==> src/logic/timer_pkg.sv <==
// Shared constants, types and helpers for the sixteen-bit event-reset timer.
// Assumes a single core clock and byte-wide registers on 32-bit APB words.
package timer_pkg;

   // Register byte addresses
   localparam logic [7:0] OFS_COUNT_LOW = 8'h00;
   localparam logic [7:0] OFS_COUNT_HIGH = 8'h04;
   localparam logic [7:0] OFS_CONTROL = 8'h08;
   localparam logic [7:0] OFS_FLAG = 8'h0c;
   localparam logic [7:0] OFS_ENABLE = 8'h10;
   localparam logic [7:0] OFS_OSC = 8'h14;

   // counter_control fields
   localparam int unsigned CTL_ON = 0;
   localparam int unsigned CTL_SRC = 1;
   localparam int unsigned CTL_SYNC_BYP = 2;
   localparam int unsigned CTL_XTAL = 3;
   localparam int unsigned CTL_PS_LO = 4;
   localparam int unsigned CTL_PS_HI = 5;
   localparam int unsigned CTL_RUN = 6;
   localparam int unsigned CTL_WIDE = 7;
   localparam logic [7:0] CTL_WMASK = 8'hbf;

   // Flag, enable and oscillator control fields
   localparam int unsigned FLAG_OVF = 0;
   localparam int unsigned EN_OVF = 0;
   localparam int unsigned OSC_SEL_LO = 0;
   localparam int unsigned OSC_SEL_HI = 1;
   localparam int unsigned OSC_IDLE = 7;

   localparam logic [1:0] SCS_SECONDARY = 2'b01;
   localparam logic [3:0] MODE_SPECIAL_EVENT = 4'b1011;
   localparam logic [15:0] COUNT_MAX = 16'hffff;
   localparam logic [15:0] COUNT_ZERO = 16'h0000;
   localparam int unsigned INSTR_DIV = 4;

   typedef enum logic [1:0] {
      PM_PRIMARY = 2'b00,
      PM_SEC_RUN = 2'b01,
      PM_SEC_IDLE = 2'b10
   } power_mode_e;

   typedef struct packed {
      logic [3:0] mode;
      logic fire;
   } cmp_trig_s;

   function automatic logic is_special_event(input cmp_trig_s t);
      return (t.mode == MODE_SPECIAL_EVENT) && t.fire;
   endfunction : is_special_event

endpackage : timer_pkg

==> src/logic/tick_source.sv <==
// Raw count tick: instruction-cycle enable or rising edge of a clock pin.
// Assumes pin levels already synchronous to core_clk.
`timescale 1ns/10ps
module tick_source
   import timer_pkg::*;
#(
   parameter int unsigned DIV = INSTR_DIV
) (
   // Clock and reset
   input wire logic core_clk,
   input wire logic reset,
   // Selection
   input wire logic src_sel,
   input wire logic xtal_en,
   // Clock pins
   input wire logic ext_clk_in,
   input wire logic osc_clk_in,
   // Tick
   output logic raw_tick
);
   typedef struct packed {
      logic [$clog2(DIV)-1:0] div;
      logic prev;
   } src_state_s;

   src_state_s s_q;
   src_state_s s_d;
   logic level;
   logic div_end;

   always_comb begin
      s_d = s_q;
      level = xtal_en ? osc_clk_in : ext_clk_in;
      div_end = (s_q.div == ($clog2(DIV))'(DIV - 1));
      s_d.prev = level;
      s_d.div = div_end ? '0 : s_q.div + 1'b1;
      raw_tick = src_sel ? (level && !s_q.prev) : div_end;
   end

   always_ff @(posedge core_clk) begin
      if (reset) begin
         s_q <= '0;
      end else begin
         s_q <= s_d;
      end
   end
endmodule : tick_source

==> src/logic/prescaler.sv <==
// Divides the raw count tick by 1, 2, 4 or 8.
// Assumes tick is a one-cycle enable; clear restarts the division.
`timescale 1ns/10ps
module prescaler
   import timer_pkg::*;
(
   // Clock and reset
   input wire logic core_clk,
   input wire logic reset,
   // Control
   input wire logic [1:0] sel,
   input wire logic clear,
   // Ticks
   input wire logic tick,
   output logic out_tick
);
   typedef struct packed {
      logic [2:0] cnt;
   } ps_state_s;

   ps_state_s s_q;
   ps_state_s s_d;
   logic [2:0] mask;

   always_comb begin
      s_d = s_q;
      case (sel)
         2'b00: mask = 3'h0;
         2'b01: mask = 3'h1;
         2'b10: mask = 3'h3;
         default: mask = 3'h7;
      endcase
      out_tick = tick && ((s_q.cnt & mask) == mask) && !clear;
      if (clear) begin
         s_d.cnt = '0;
      end else if (tick) begin
         s_d.cnt = s_q.cnt + 3'h1;
      end
   end

   always_ff @(posedge core_clk) begin
      if (reset) begin
         s_q <= '0;
      end else begin
         s_q <= s_d;
      end
   end
endmodule : prescaler

==> src/logic/event_timer.sv <==
// Sixteen-bit event-reset timer with APB registers and clock status.
// Assumes compare units, clock pins and power controller are outside.
//
// Notes on behaviour
// - Clock select 01 enters secondary run, clocking from the crystal.
// - In secondary run, sleep with idle bit clear enters secondary idle.
// - Secondary clock active reads one only while crystal clocks the device.
// - With monitor on, crystal failure clears the secondary clock active bit.
// - Low-power configuration bit selects reduced oscillator power; default is high.
// - Count climbs through every value and wraps from maximum to zero.
// - Wrap sets overflow flag, held until software clears it.
// - Interrupt request only while overflow enable bit is set.
// - Special event from either compare unit clears the count.
// - Trigger reset works in timer and synchronous modes, not asynchronous.
// - Compare value thus acts as the counter period.
// - Count write in same cycle as trigger wins; trigger ignored.
// - Trigger reset from second compare unit never sets overflow flag.
// - Second unit trigger starts conversion when converter enabled.
// - Writing high byte alone leaves low byte and running count intact.
// - Wide mode: low read buffers high byte; low write loads buffer.
// - Source select picks instruction cycles or external rising edges.
// - Prescale field divides input by 1, 2, 4 or 8.
// - Counter advances only while on bit is set; clearing holds value.
`timescale 1ns/10ps
module event_timer
   import timer_pkg::*;
(
   // Clock and reset
   input wire logic core_clk,
   input wire logic reset,
   // APB slave
   input wire logic psel,
   input wire logic penable,
   input wire logic pwrite,
   input wire logic [7:0] paddr,
   input wire logic [31:0] pwdata,
   output logic [31:0] prdata,
   output logic pready,
   output logic pslverr,
   // Clock pins
   input wire logic ext_clk_in,
   input wire logic osc_clk_in,
   // Compare units and converter
   input wire cmp_trig_s cmp_one,
   input wire cmp_trig_s cmp_two,
   input wire logic adc_enable,
   output logic adc_start,
   // Power management
   input wire logic sleep_exec,
   input wire logic wake_event,
   input wire logic monitor_enable,
   input wire logic osc_fail,
   input wire logic low_power_cfg,
   output logic [1:0] system_clock_select,
   output logic sec_run_mode,
   output logic sec_idle_mode,
   output logic secondary_clock_active,
   output logic osc_low_power_mode,
   output logic crystal_osc_on,
   // Interrupt request
   output logic overflow_irq
);
   typedef struct packed {
      logic [15:0] count;
      logic [7:0] high_buf;
      logic [7:0] ctl;
      logic flag;
      logic irq_en;
      logic [1:0] clk_sel;
      logic idle_on_sleep;
      power_mode_e pmode;
      logic trig_pend;
      logic sca;
      logic lp;
      logic irq;
      logic adc;
      logic [31:0] rdata;
      logic ready;
      logic err;
   } timer_state_s;

   timer_state_s s_q;
   timer_state_s s_d;

   logic raw_tick;
   logic inc_tick;
   logic ps_clear;
   logic on;
   logic wide;
   logic async_mode;
   logic access;
   logic wr;
   logic rd;
   logic setup;
   logic trig_now;
   logic trig_apply;
   logic cnt_wr;
   logic set_ovf;
   logic [15:0] count_nx;

   tick_source #(
      .DIV(INSTR_DIV)
   ) u_src (
      .core_clk(core_clk),
      .reset(reset),
      .src_sel(s_q.ctl[CTL_SRC]),
      .xtal_en(s_q.ctl[CTL_XTAL]),
      .ext_clk_in(ext_clk_in),
      .osc_clk_in(osc_clk_in),
      .raw_tick(raw_tick)
   );

   prescaler u_ps (
      .core_clk(core_clk),
      .reset(reset),
      .sel(s_q.ctl[CTL_PS_HI:CTL_PS_LO]),
      .clear(ps_clear),
      .tick(raw_tick && on),
      .out_tick(inc_tick)
   );

   always_comb begin
      s_d = s_q;
      on = s_q.ctl[CTL_ON];
      wide = s_q.ctl[CTL_WIDE];
      async_mode = s_q.ctl[CTL_SRC] && s_q.ctl[CTL_SYNC_BYP];
      setup = psel && !penable;
      access = psel && penable && s_q.ready;
      wr = access && pwrite;
      rd = access && !pwrite;
      cnt_wr = wr && ((paddr == OFS_COUNT_LOW) || ((paddr == OFS_COUNT_HIGH) && !wide));

      // special event from either compare unit
      trig_now = is_special_event(cmp_one) || is_special_event(cmp_two);
      // reset taken at the counting edge
      trig_apply = s_q.trig_pend && raw_tick && on;
      ps_clear = trig_apply || (wr && (paddr == OFS_COUNT_LOW));

      if (cnt_wr) begin
         s_d.trig_pend = 1'b0;
      end else if (trig_now && !async_mode) begin
         s_d.trig_pend = 1'b1;
      end else if (trig_apply) begin
         s_d.trig_pend = 1'b0;
      end

      count_nx = s_q.count;
      set_ovf = 1'b0;
      if (trig_apply) begin
         count_nx = COUNT_ZERO;
      end else if (inc_tick) begin
         count_nx = s_q.count + 16'h0001;
         // only a genuine wrap sets the flag
         set_ovf = (s_q.count == COUNT_MAX);
      end

      // Register writes override the running byte
      if (wr) begin
         if (paddr == OFS_COUNT_LOW) begin
            count_nx[7:0] = pwdata[7:0];
            // buffered high byte loads with low byte
            if (wide) begin
               count_nx[15:8] = s_q.high_buf;
            end
         end else if (paddr == OFS_COUNT_HIGH) begin
            // high byte only, low keeps running
            if (wide) begin
               s_d.high_buf = pwdata[7:0];
            end else begin
               count_nx[15:8] = pwdata[7:0];
            end
         end else if (paddr == OFS_CONTROL) begin
            s_d.ctl = pwdata[7:0] & CTL_WMASK;
         end else if (paddr == OFS_ENABLE) begin
            s_d.irq_en = pwdata[EN_OVF];
         end else if (paddr == OFS_OSC) begin
            s_d.clk_sel = pwdata[OSC_SEL_HI:OSC_SEL_LO];
            s_d.idle_on_sleep = pwdata[OSC_IDLE];
         end
      end
      s_d.count = count_nx;

      // low read snapshots the true high byte
      if (rd && wide && (paddr == OFS_COUNT_LOW)) begin
         s_d.high_buf = s_q.count[15:8];
      end

      // sticky flag, set beats software clear
      if (wr && (paddr == OFS_FLAG)) begin
         s_d.flag = set_ovf || pwdata[FLAG_OVF];
      end else begin
         s_d.flag = s_q.flag || set_ovf;
      end

      s_d.irq = s_d.flag && s_d.irq_en;
      s_d.adc = is_special_event(cmp_two) && adc_enable;

      // Power mode sequencing
      case (s_q.pmode)
         PM_PRIMARY: begin
            if (s_q.clk_sel == SCS_SECONDARY) begin
               s_d.pmode = PM_SEC_RUN;
            end
         end
         PM_SEC_RUN: begin
            if (s_q.clk_sel != SCS_SECONDARY) begin
               s_d.pmode = PM_PRIMARY;
            end else if (sleep_exec && !s_q.idle_on_sleep) begin
               s_d.pmode = PM_SEC_IDLE;
            end
         end
         PM_SEC_IDLE: begin
            if (wake_event) begin
               s_d.pmode = PM_SEC_RUN;
            end
         end
         default: begin
            s_d.pmode = PM_PRIMARY;
         end
      endcase

      s_d.sca = (s_d.pmode != PM_PRIMARY) && !(monitor_enable && osc_fail);
      s_d.lp = low_power_cfg;

      // APB answer prepared in the setup cycle
      s_d.ready = setup;
      s_d.err = 1'b0;
      s_d.rdata = '0;
      if (setup) begin
         if (paddr == OFS_COUNT_LOW) begin
            s_d.rdata[7:0] = s_q.count[7:0];
         end else if (paddr == OFS_COUNT_HIGH) begin
            s_d.rdata[7:0] = wide ? s_q.high_buf : s_q.count[15:8];
         end else if (paddr == OFS_CONTROL) begin
            s_d.rdata[7:0] = s_q.ctl;
            s_d.rdata[CTL_RUN] = s_q.sca;
         end else if (paddr == OFS_FLAG) begin
            s_d.rdata[FLAG_OVF] = s_q.flag;
         end else if (paddr == OFS_ENABLE) begin
            s_d.rdata[EN_OVF] = s_q.irq_en;
         end else if (paddr == OFS_OSC) begin
            s_d.rdata[OSC_SEL_HI:OSC_SEL_LO] = s_q.clk_sel;
            s_d.rdata[OSC_IDLE] = s_q.idle_on_sleep;
         end else begin
            s_d.err = 1'b1;
         end
      end
   end

   always_ff @(posedge core_clk) begin
      if (reset) begin
         s_q <= '0;
      end else begin
         s_q <= s_d;
      end
   end

   assign prdata = s_q.rdata;
   assign pready = s_q.ready;
   assign pslverr = s_q.err;
   assign adc_start = s_q.adc;
   assign system_clock_select = s_q.clk_sel;
   assign sec_run_mode = (s_q.pmode == PM_SEC_RUN);
   assign sec_idle_mode = (s_q.pmode == PM_SEC_IDLE);
   assign secondary_clock_active = s_q.sca;
   assign osc_low_power_mode = s_q.lp;
   assign crystal_osc_on = s_q.ctl[CTL_XTAL];
   assign overflow_irq = s_q.irq;
endmodule : event_timer

==> config.mk <==
export PLATFORM = sky130hd
export DESIGN_NAME = event_timer
export DESIGN_NICKNAME = d
export VERILOG_FILES = /design/src/logic/timer_pkg.sv /design/src/logic/tick_source.sv /design/src/logic/prescaler.sv /design/src/logic/event_timer.sv
export SDC_FILE = /design/constraint.sdc
export NUM_CORES = 1
export LEC_CHECK = 0
export BUFFER_PORTS_ARGS = -buffer_cell sky130_fd_sc_hd__clkbuf_2
export CORE_ASPECT_RATIO = 0.7
export CORE_MARGIN = 1
export CORE_UTILIZATION = 47
export CTS_CLUSTER_DIAMETER = 120
export DETAILED_ROUTE_END_ITERATION = 6
export HOLD_SLACK_MARGIN = 0.1
export PLACE_DENSITY = 0.84
export REMOVE_ABC_BUFFERS = 1
export SETUP_SLACK_MARGIN = 0.2
export SYNTH_ARGS = -nofsm -noshare
export SYNTH_HDL_FRONTEND = slang
export SYNTH_SLANG_ARGS = --single-unit
==> constraint.sdc <==
create_clock -name core_clk -period 1.8 [get_ports core_clk]
set_input_delay 0.09 -clock core_clk [delete_from_list [all_inputs] [get_ports core_clk]]
set_output_delay 0.09 -clock core_clk [all_outputs]
set_load 0.01 [all_outputs]
* Word-level counts from Yosys, hierarchy flattened
Cells that the tools add are included.
** Cells by class
- Equality and inequality tests :: 17
- Add/subtract/negate cells :: 3
- Bitwise gates (word level) :: 6
- Reduce and logical (&&, ||, !) cells :: 55
- Muxes and demuxes :: 50
** Operator list (count)
- $mux W8 :: 13
- $mux W16 :: 5
- $logic_and A1 B1 Y1 :: 26
- $mux W1 :: 17
- $add A16 B1 Y16 const B :: 1
- $eq A16 B16 Y1 const B :: 1
- $eq A8 B4 Y1 const B :: 2
- $eq A8 B5 Y1 const B :: 2
- $mux W4 :: 4
- $mux W2 :: 6
- $reduce_bool A2 Y1 :: 5
- $pmux W3 S3 :: 1
- $eq A4 B4 Y1 const B :: 2
- $eq A8 B3 Y1 const B :: 1
- $logic_not A1 Y1 :: 8
- $logic_not A8 Y1 :: 1
- $reduce_and A4 Y1 :: 2
- $reduce_or A2 Y1 :: 4
- $reduce_or A7 Y1 :: 1
- $eq A2 B1 Y1 const B :: 3
- $eq A2 B2 Y1 const B :: 3
- $mux W3 :: 2
- $pmux W2 S3 :: 1
- $reduce_and A6 Y1 :: 1
- other kinds (9) :: 19
** Word-level totals
- Logic and storage cells :: 151
- Bits in registers :: 83
- Input bits :: 63
- Output and inout port bits :: 43

* Logic depth before layout (Yosys ltp)
Gate-level depths: netlist (run 1).
- Depth in word-level cells :: 14
- Depth in mapped cells :: 7
- Mapped depth without buffers :: 6

* Cells and area by module
Synthesis (run 1) repeated with hierarchy kept, for this count alone.
** Unflattened totals
- Cells, all modules :: 393
- Area, all modules :: 3238.1 um2
** Modules (own cells, without submodules)
- event_timer :: sequential area each 1061.0 um2, cells each 365, area each 2970.3 um2, instances 1
- prescaler :: sequential area each 60.1 um2, cells each 17, area each 152.6 um2, instances 1
- tick_source :: sequential area each 60.1 um2, cells each 11, area each 115.1 um2, instances 1

* Worst setup path before layout (run 1)
OpenSTA, ideal clock, no wires.
- Path kind :: register to register
- Start point :: register s_q, in the netlist pready
- End point :: register s_q[76] in the netlist's numbering
- Arrival time :: 1888 ps
- Period minus slack after synthesis :: 1950 ps
- Cell stages (with the launch flop) :: 8
- Library setup time :: 62 ps
- Setup slack :: -150 ps
- Cells stage by stage :: dfxtp_1 > and4_4 > buf_6 > and3_1 > buf_4 > or4_4 > or3b_1 > nand3_1
** On the way
- Longest elaborated chain between the ends :: 12
- Elaborated cells on any way between the ends :: 13
- Those cells by class :: mux: 7; reduce/logical: 6
** Ends and longest elaborated chain
- start: declaration :: RTL line event_timer.sv:82 : timer_state_s s_q;
- start signal: assignment :: RTL line event_timer.sv:252 : s_q <= '0;
- start signal: assignment :: RTL line event_timer.sv:254 : s_q <= s_d;
- $logic_and A1 B1 Y1 * :: RTL line event_timer.sv:128 : access = psel && penable && s_q.ready;
- $logic_and A1 B1 Y1 * :: RTL line event_timer.sv:129 : wr = access && pwrite;
- $logic_and A1 B1 Y1 :: RTL line event_timer.sv:137 : ps_clear = trig_apply || (wr && (paddr == OFS_COUNT_LOW));
- $logic_or A1 B1 Y1 :: RTL line event_timer.sv:137
- $logic_not A1 Y1 :: RTL line prescaler.sv:33 : out_tick = tick && ((s_q.cnt & mask) == mask) && !clear;
- $logic_and A1 B1 Y1 :: RTL line prescaler.sv:33
- $mux W16 :: RTL line event_timer.sv:151 : end else if (inc_tick) begin
- $mux W16 :: RTL line event_timer.sv:149 : if (trig_apply) begin
- $mux W8 :: RTL line event_timer.sv:167 : if (wide) begin
- $mux W8 :: RTL line event_timer.sv:165 : end else if (paddr == OFS_COUNT_HIGH) begin
- $mux W8 :: RTL line event_timer.sv:159 : if (paddr == OFS_COUNT_LOW) begin
- $mux W16 * :: RTL line event_timer.sv:158 : if (wr) begin
Every way passes the cells marked *; elsewhere a longest branch is shown, timed or not.
A chain may end at the register's enable or synchronous reset.

* Worst setup path in the final report (run 1)
- Start point :: register u_ps.s_q[1] in the netlist's numbering
- End point :: register s_q[75] in the netlist's numbering
** On the way
- Longest elaborated chain between the ends :: 10
- Elaborated cells on any way between the ends :: 11
- Those cells by class :: eq/ne: 1; mux: 7; bitwise: 1; reduce/logical: 2
** Ends and longest elaborated chain
- start: declaration :: RTL line prescaler.sv:21 : ps_state_s s_q;
- start signal: assignment :: RTL line prescaler.sv:43 : s_q <= '0;
- start signal: assignment :: RTL line prescaler.sv:45 : s_q <= s_d;
- $and A3 B3 Y3 * :: RTL line prescaler.sv:33
- $eq A3 B3 Y1 * :: RTL line prescaler.sv:33
- $logic_and A1 B1 Y1 * (2 in series) :: RTL line prescaler.sv:33
- $mux W16 * :: RTL line event_timer.sv:151
- $mux W16 * :: RTL line event_timer.sv:149
- $mux W8 :: RTL line event_timer.sv:167
- $mux W8 :: RTL line event_timer.sv:165
- $mux W8 :: RTL line event_timer.sv:159
- $mux W16 * :: RTL line event_timer.sv:158
Marked as above.

==> flow_summary_export.csv, run 1 <==
group,metric,value,unit
power,power_frac_seq,41.8,%
clock_network,clk_pin_slew,80,ps
routing,route.detailed.drc,0,
yosys,synth_edf_count,0,
timing,setup_viol,5,
power,max-vdd-ir-drop,0.000610,V
timing,finClkSkew,9.90,ps
critical_path,slowest_delay,540,ps
critical_path,worstPathRequired,2090,ps
critical_path,setup.worst_path.class,"reg2reg",
critical_path,worst_setup_path_start_kind,"flop",
timing,fin_ws,-135,ps
timing,min_period_over_period,108,%
power,netSwitchingPower,762,uW
clock_network,cts_tree,"done",
timing,setup_tns,-435,ps
timing,rsz0062_at_grt,"true",
yosys,synth.area.top_cells,"dfxtp_1, buf_4, nor2_1",
clock_network,cts_buffers,9,
yosys,synth-main-ff-cell,"dfxtp_1",
power,power.density,625,nW/um^2
global_routing,antenna_found_initial,0,
die,rows,25,
yosys,avgSynthCellArea,8.33,um^2
yosys,synth.distinct_cells,68,
die,core,6980,um^2
cells_and_area,fin_cells,660,
power,combPwrFrac,9.1,%
min_path,hp-class,"in2reg",
yosys,syn_area,3510,um^2
power,internal-power,2400,uW
power,finalPower,3160,uW
run_status,violations,"negative setup slack",
routing,via_per_inst,6.32,
power,p_leak,0.00202,uW
die,io_pins,106,
yosys,yosys.area.top_type_share,33.6,%
global_routing,grt_pass1_wl,18800,um
clock_network,htree_levels,3,
timing,relSlewSlack,64.2,%
placement,hpwl,8520,um
routing,drtIter0Drc,607,
routing,drt-total-wl,13400,um
timing,fmax,517,MHz
die,die_w,105,um
routing,drt_first_pass_iters,7,
routing,vias,4171,
critical_path,worstPathMaxFanout,6,
placement,place.gp.congestion,0.992,
timing,maxSlewViolCount,0,
placement,io_buffer_count,57,
yosys,synth-seq-cells,59,
placement,dp.cells,613,
yosys,yosysSeqAreaShare,33.6,%
yosys,yosysWarnings,0,
cells_and_area,areaGrowthSynthToFinish,43.9,%
global_routing,grt_pass1_vias,3640,
global_routing,grt_max_degree,33,
timing,worst_pin_slew,532,ps
critical_path,crit_path_end_kind,"flop",
routing,antenna_left,0,
timing,min_period,1940,ps
power,swShare,24.1,%
cells_and_area,final_layout_size_suffix_gt1_share,39.8,%
critical_path,cp.arrival,2230,ps
die,start_util,50.4,%
critical_path,crit_chain,"a21boi_0 -> nor2_1 -> nand3_2 -> or4b_1 -> nand3_1",
run,cap_viol_max_count,0,
clock_network,insertion_delay,350,ps
cells_and_area,n_antenna_cell,0,
yosys,synth_top_area_cell,"dfxtp_1",
clock_network,root_buffer,"clkbuf_8",
clock_network,cts_sinks,59,
yosys,async_reset_ff_share,0,%
die,die_y,74.4,um
die,die_area,7830,um^2
global_routing,track_usage,31.7,%
timing,final_hold_viol_count,0,
clock_network,clk_path_buf_depth,2,
routing,wire_per_inst,20.3,um
power,p_clk_share,49.1,%
run_status,status,"finished with violations",
yosys,synth_cells,422,
global_routing,grt-ovfl-total,0,
critical_path,cp_slowest_cell,"or4b_1",
cells_and_area,fin_nets,627,
-- cell usage after synthesis (all sizes together), types with 3 or more instances --
| master | count |
|---|---|
| a211oi | 9 |
| a21oi | 14 |
| a221oi | 6 |
| a22o | 4 |
| a22oi | 12 |
| a31oi | 3 |
| a32oi | 4 |
| and3 | 4 |
| and4 | 4 |
| buf | 41 |
| clkbuf | 14 |
| dfxtp | 59 |
| ha | 3 |
| inv | 8 |
| mux2i | 12 |
| nand2 | 37 |
| nand2b | 3 |
| nand3 | 20 |
| nand3b | 6 |
| nand4 | 12 |
| nand4b | 3 |
| nor2 | 40 |
| nor2b | 7 |
| nor3 | 18 |
| nor3b | 3 |
| nor4 | 6 |
| nor4b | 3 |
| o2111ai | 3 |
| o211ai | 4 |
| o21ai | 14 |
| o22ai | 3 |
| o311ai | 3 |
| or3 | 4 |
| or4 | 6 |
| xnor2 | 5 |
| xor2 | 3 |
-- critical path, delay by kind of cell, from the launching register on --
kind	cells	cell delay, ps
AO/OA/AOI/OAI	1	210
flip-flops	1	380
AND/OR/NAND/NOR	4	1290
-- placed cells by master, fill, tap and decap left out, types with 7 or more instances in the layout --
cell	n
a22oi_1	12
clkbuf_8	10
nand4_1	11
nor2_1	39
nor3_1	10
nand3_1	18
buf_6	14
dfxtp_1	48
mux2i_1	10
o21ai_1	7
dlygate4sd3_1	14
dfxtp_2	9
buf_4	73
a21oi_1	12
nand2_1	35
a211oi_1	9
conb_1	24
clkbuf_2	57
inv_1	8
-- stage by stage --
step                      worst slack (ps)  util (%)  hold slack (ps)  instance area, um^2
after CTS                             21.8      68.9              133                 4800
after detailed placement             -86.5      60.1              280                 4190
final                                 -135      72.5              139                 5060
after floorplan                       -507         -              159                 3240
after global placement               -90.4      60.1              278                 4190
after global routing                  -163      72.5              181                 5060
-- timing repair --
| action | 4_1_cts | 5_1_grt |
|---|---|---|
| pin swaps | 16 | 24 |
| resized for setup | 42 | 42 |
| cloned | 0 | 1 |
| buffers inserted | 7 | 9 |
| setup endpoints to repair | 24 | 38 |
| hold endpoints to repair | 21 | 0 |
| hold buffers | 14 | 0 |
-- flip-flops by register name (all words and copies together), names as in the netlist --
register and flops:
u_src.s_q 3, prdata 8, pslverr 1, s_q 35, crystal_osc_on 1, overflow_irq 1, secondary_clock_active 1, osc_low_power_mode 1
on 1, pready 1, adc_start 1, system_clock_select 2, u_ps.s_q 3
-- power groups by stage --
stage,Combinational [uW],Clock (uW),Sequential [uW]
finish,289,1550,1320
global placement,218,0,1350
global route,302,1610,1320
floorplan,73.6,0,1350
detailed placement,222,0,1350
CTS,257,1560,1320
-- area by class of cell --
type,instances,area [um^2]
Inverter,8,30.0
Tap cell,94,118
Clock buffer,10,138
Timing Repair Buffer,160,1170
Fill cell,449,1920
Clock inverter,6,111
Multi-Input combinational cell,323,2290
Sequential cell,59,1200
-- worst paths after layout --
check | startpoint | to | slack, ps | cells after the start
max | u_ps.s_q[1] | s_q[75] | -140 | 5
min | sleep_exec | s_q[39] | 140 | 4
max reg2reg | u_ps.s_q[1] | s_q[75] | -140 | 5
min reg2reg | u_src.s_q[1] | u_src.s_q[1] | 440 | 1
-- routing by layer --
metal  part of all wire [%]  up-vias  track usage [%]
met5                      0        -                0
met4                    4.3        0             7.36
met3                     15       78             9.47
met2                     43      361             49.9
met1                     38     1930             43.1
li1                       -     1802                -
-- logic make-up after synthesis --
kind of cell | Yosys count | share of synthesized area [%]
simple gates | 182 | 29.2
buf+inv | 63 | 11.2
mux | 14 | 4.06
fa+ha+maj | 3 | 1.07
xor+xnor | 8 | 1.99
compound gates | 92 | 18.8
other cells | 1 | 0.107
flops | 59 | 33.6
Power figures use the tool's default switching activity.
==> run 2: changes to the inputs <==
- CORE_ASPECT_RATIO: 0.7 -> 0.6
- TNS_END_PERCENT: not set -> 1
==> run 2 against run 1 <==
  * The flow still finishes with violations (negative setup slack)
  * Maximum frequency grew 4.6%
  * Final cell count shrank 1.7%
  * First-iteration DRC count shrank 9.9%
  * Clock skew down 3.5 ps
  * Register-to-register slack improved by 90 ps
  * Worst hold slack worse by 10 ps
  * Largest cell class unchanged
  * Highest routed layer unchanged
==> flow_summary_export.csv, run 2 (synthesized netlist as in run 1, its figures left out) <==
group,metric,value,unit
clock_network,root_buffer,"clkbuf_16",
routing,drtIter0Drc,547,
power,power.density,696,nW/um^2
die,rows,23,
clock_network,htree_levels,3,
cells_and_area,fin_cells,649,
critical_path,crit_path_end_kind,"flop",
die,start_util,50.7,%
run_status,status,"finished with violations",
cells_and_area,fill_cells,498,
cells_and_area,n_antenna_cell,0,
cells_and_area,regMostFlops,"s_q",
timing,min_period,1850,ps
cells_and_area,areaGrowthSynthToFinish,40.5,%
global_routing,antenna_found_initial,0,
run_status,violations,"negative setup slack",
timing,fmax,541,MHz
critical_path,worstRegToRegCells,7,
timing,setup_tns,-62.4,ps
critical_path,worstPathMaxFanout,7,
die,io_pins,106,
timing,setup_viol,2,
cells_and_area,largest_register_ff_count,35,
routing,vias,3976,
critical_path,worstPathRequired,2090,ps
power,p_clk_share,53.7,%
routing,wire_per_inst,19.4,um
cells_and_area,final_common_cell,"buf_4",
power,swShare,22.5,%
power,combPwrFrac,7.7,%
global_routing,grt_pass1_vias,3555,
routing,route.detailed.drc,0,
global_routing,grt-ovfl-total,0,
min_path,hold_path_depth,3,
placement,hpwl,8680,um
critical_path,cp.arrival,2130,ps
clock_network,cts_buffers,9,
die,core,6940,um^2
min_path,hp-class,"in2reg",
global_routing,grt_pass1_wl,18400,um
power,netSwitchingPower,774,uW
clock_network,clk_pin_slew,50,ps
timing,min_period_over_period,103,%
die,die_area,7840,um^2
routing,drt-total-wl,12600,um
cells_and_area,fin_nets,611,
die,die_y,69.0,um
routing,via_per_inst,6.13,
global_routing,grt_max_degree,33,
run,cap_viol_max_count,0,
placement,place.gp.congestion,0.945,
cells_and_area,final_layout_size_suffix_gt1_share,37.2,%
global_routing,track_usage,32.1,%
placement,dp.cells,614,
routing,antenna_left,0,
clock_network,insertion_delay,340,ps
placement,postPlaceCellArea,4160,um^2
clock_network,cts_sinks,59,
timing,fin_ws,-49.4,ps
cells_and_area,design_area,4940,um^2
power,max-vdd-ir-drop,0.000468,V
timing,final_hold_viol_count,0,
timing,maxSlewViolCount,0,
clock_network,cts_tree,"done",
timing,hold_ws,129,ps
power,p_leak,0.00194,uW
power,power_frac_seq,38.5,%
critical_path,worst_setup_path_start_kind,"flop",
routing,drt_first_pass_iters,5,
critical_path,setup.worst_path.class,"reg2reg",
cells_and_area,final_cell_mix,"buf_4, clkbuf_2, dfxtp_1, nor2_1, nand2_1",
power,internal-power,2660,uW
clock_network,clk_path_buf_depth,2,
timing,finClkSkew,6.45,ps
placement,io_buffer_count,57,
timing,rsz0062_at_grt,"true",
die,die_w,114,um
==> run 2: changes by cell type in the layout (fill, tap and decap cells not counted), moves of 2 or more <==
cell       change
a32oi_2        -2
clkbuf_16      +9
a32oi_1        +2
dfxtp_1        +2
clkbuf_8       -9
buf_4         -11
buf_6          -4
==> run 2: critical path: stages, from the launching register on <==
cell and delay (ps):
dfxtp_2 340, mux2i_4 210, buf_6 130, o31ai_4 220, nand3_2 130, buf_6 160
or4b_4 530, nand3_2 80
==> run 2: final timing paths <==
kind / from / endpoint / slack [ps]
max: crystal_osc_on / s_q[75] / -50
max reg2reg: crystal_osc_on / s_q[75] / -50
min reg2reg: u_src.s_q[1] / u_src.s_q[1] / 430
min: pwdata[0] / s_q[62] / 130
==> run 2: per-layer routing <==
metal	part of all wire, %	vias up	track usage [%]
met5	0	-	0
met4	2.6	0	12.3
met1	41	1858	42.3
li1	-	1770	-
met2	42	301	45.4
met3	15	47	14.7
==> run 2: power groups by stage <==
stage / combinational, uW / sequential [uW] / clock, uW
floorplan: 73.6 / 1350 / 0
global placement: 211 / 1350 / 0
detailed placement: 216 / 1350 / 0
CTS: 246 / 1330 / 1860
global route: 282 / 1320 / 1920
finish: 266 / 1320 / 1840
==> run 2: per-stage QoR <==
stage	total power, uW	worst slack, ps	utilization, %
after floorplan	1430	-507	-
after global placement	1560	-124	60.0
after detailed placement	1570	-129	60.0
after CTS	3430	-35.2	68.9
after global routing	3520	-81.5	71.2
final	3430	-49.4	71.2
==> run 2: layout make-up <==
type / count / area (um^2) / share of cell area (%)
Multi-Input combinational cell: 323 / 2250 / 45.5
Tap cell: 100 / 125 / 2.53
Clock inverter: 5 / 77.6 / 1.57
Clock buffer: 10 / 239 / 4.84
Inverter: 8 / 30.0 / 0.608
Sequential cell: 59 / 1190 / 24.2
Timing Repair Buffer: 144 / 1020 / 20.7
==> run 2: timing repair <==
item | CTS | global route
hold endpoints to repair | 18 | 0
setup buffers | 3 | 3
hold buffers | 14 | 0
resized for setup | 34 | 31
setup endpoints to repair | 33 | 29
pin swaps | 15 | 29
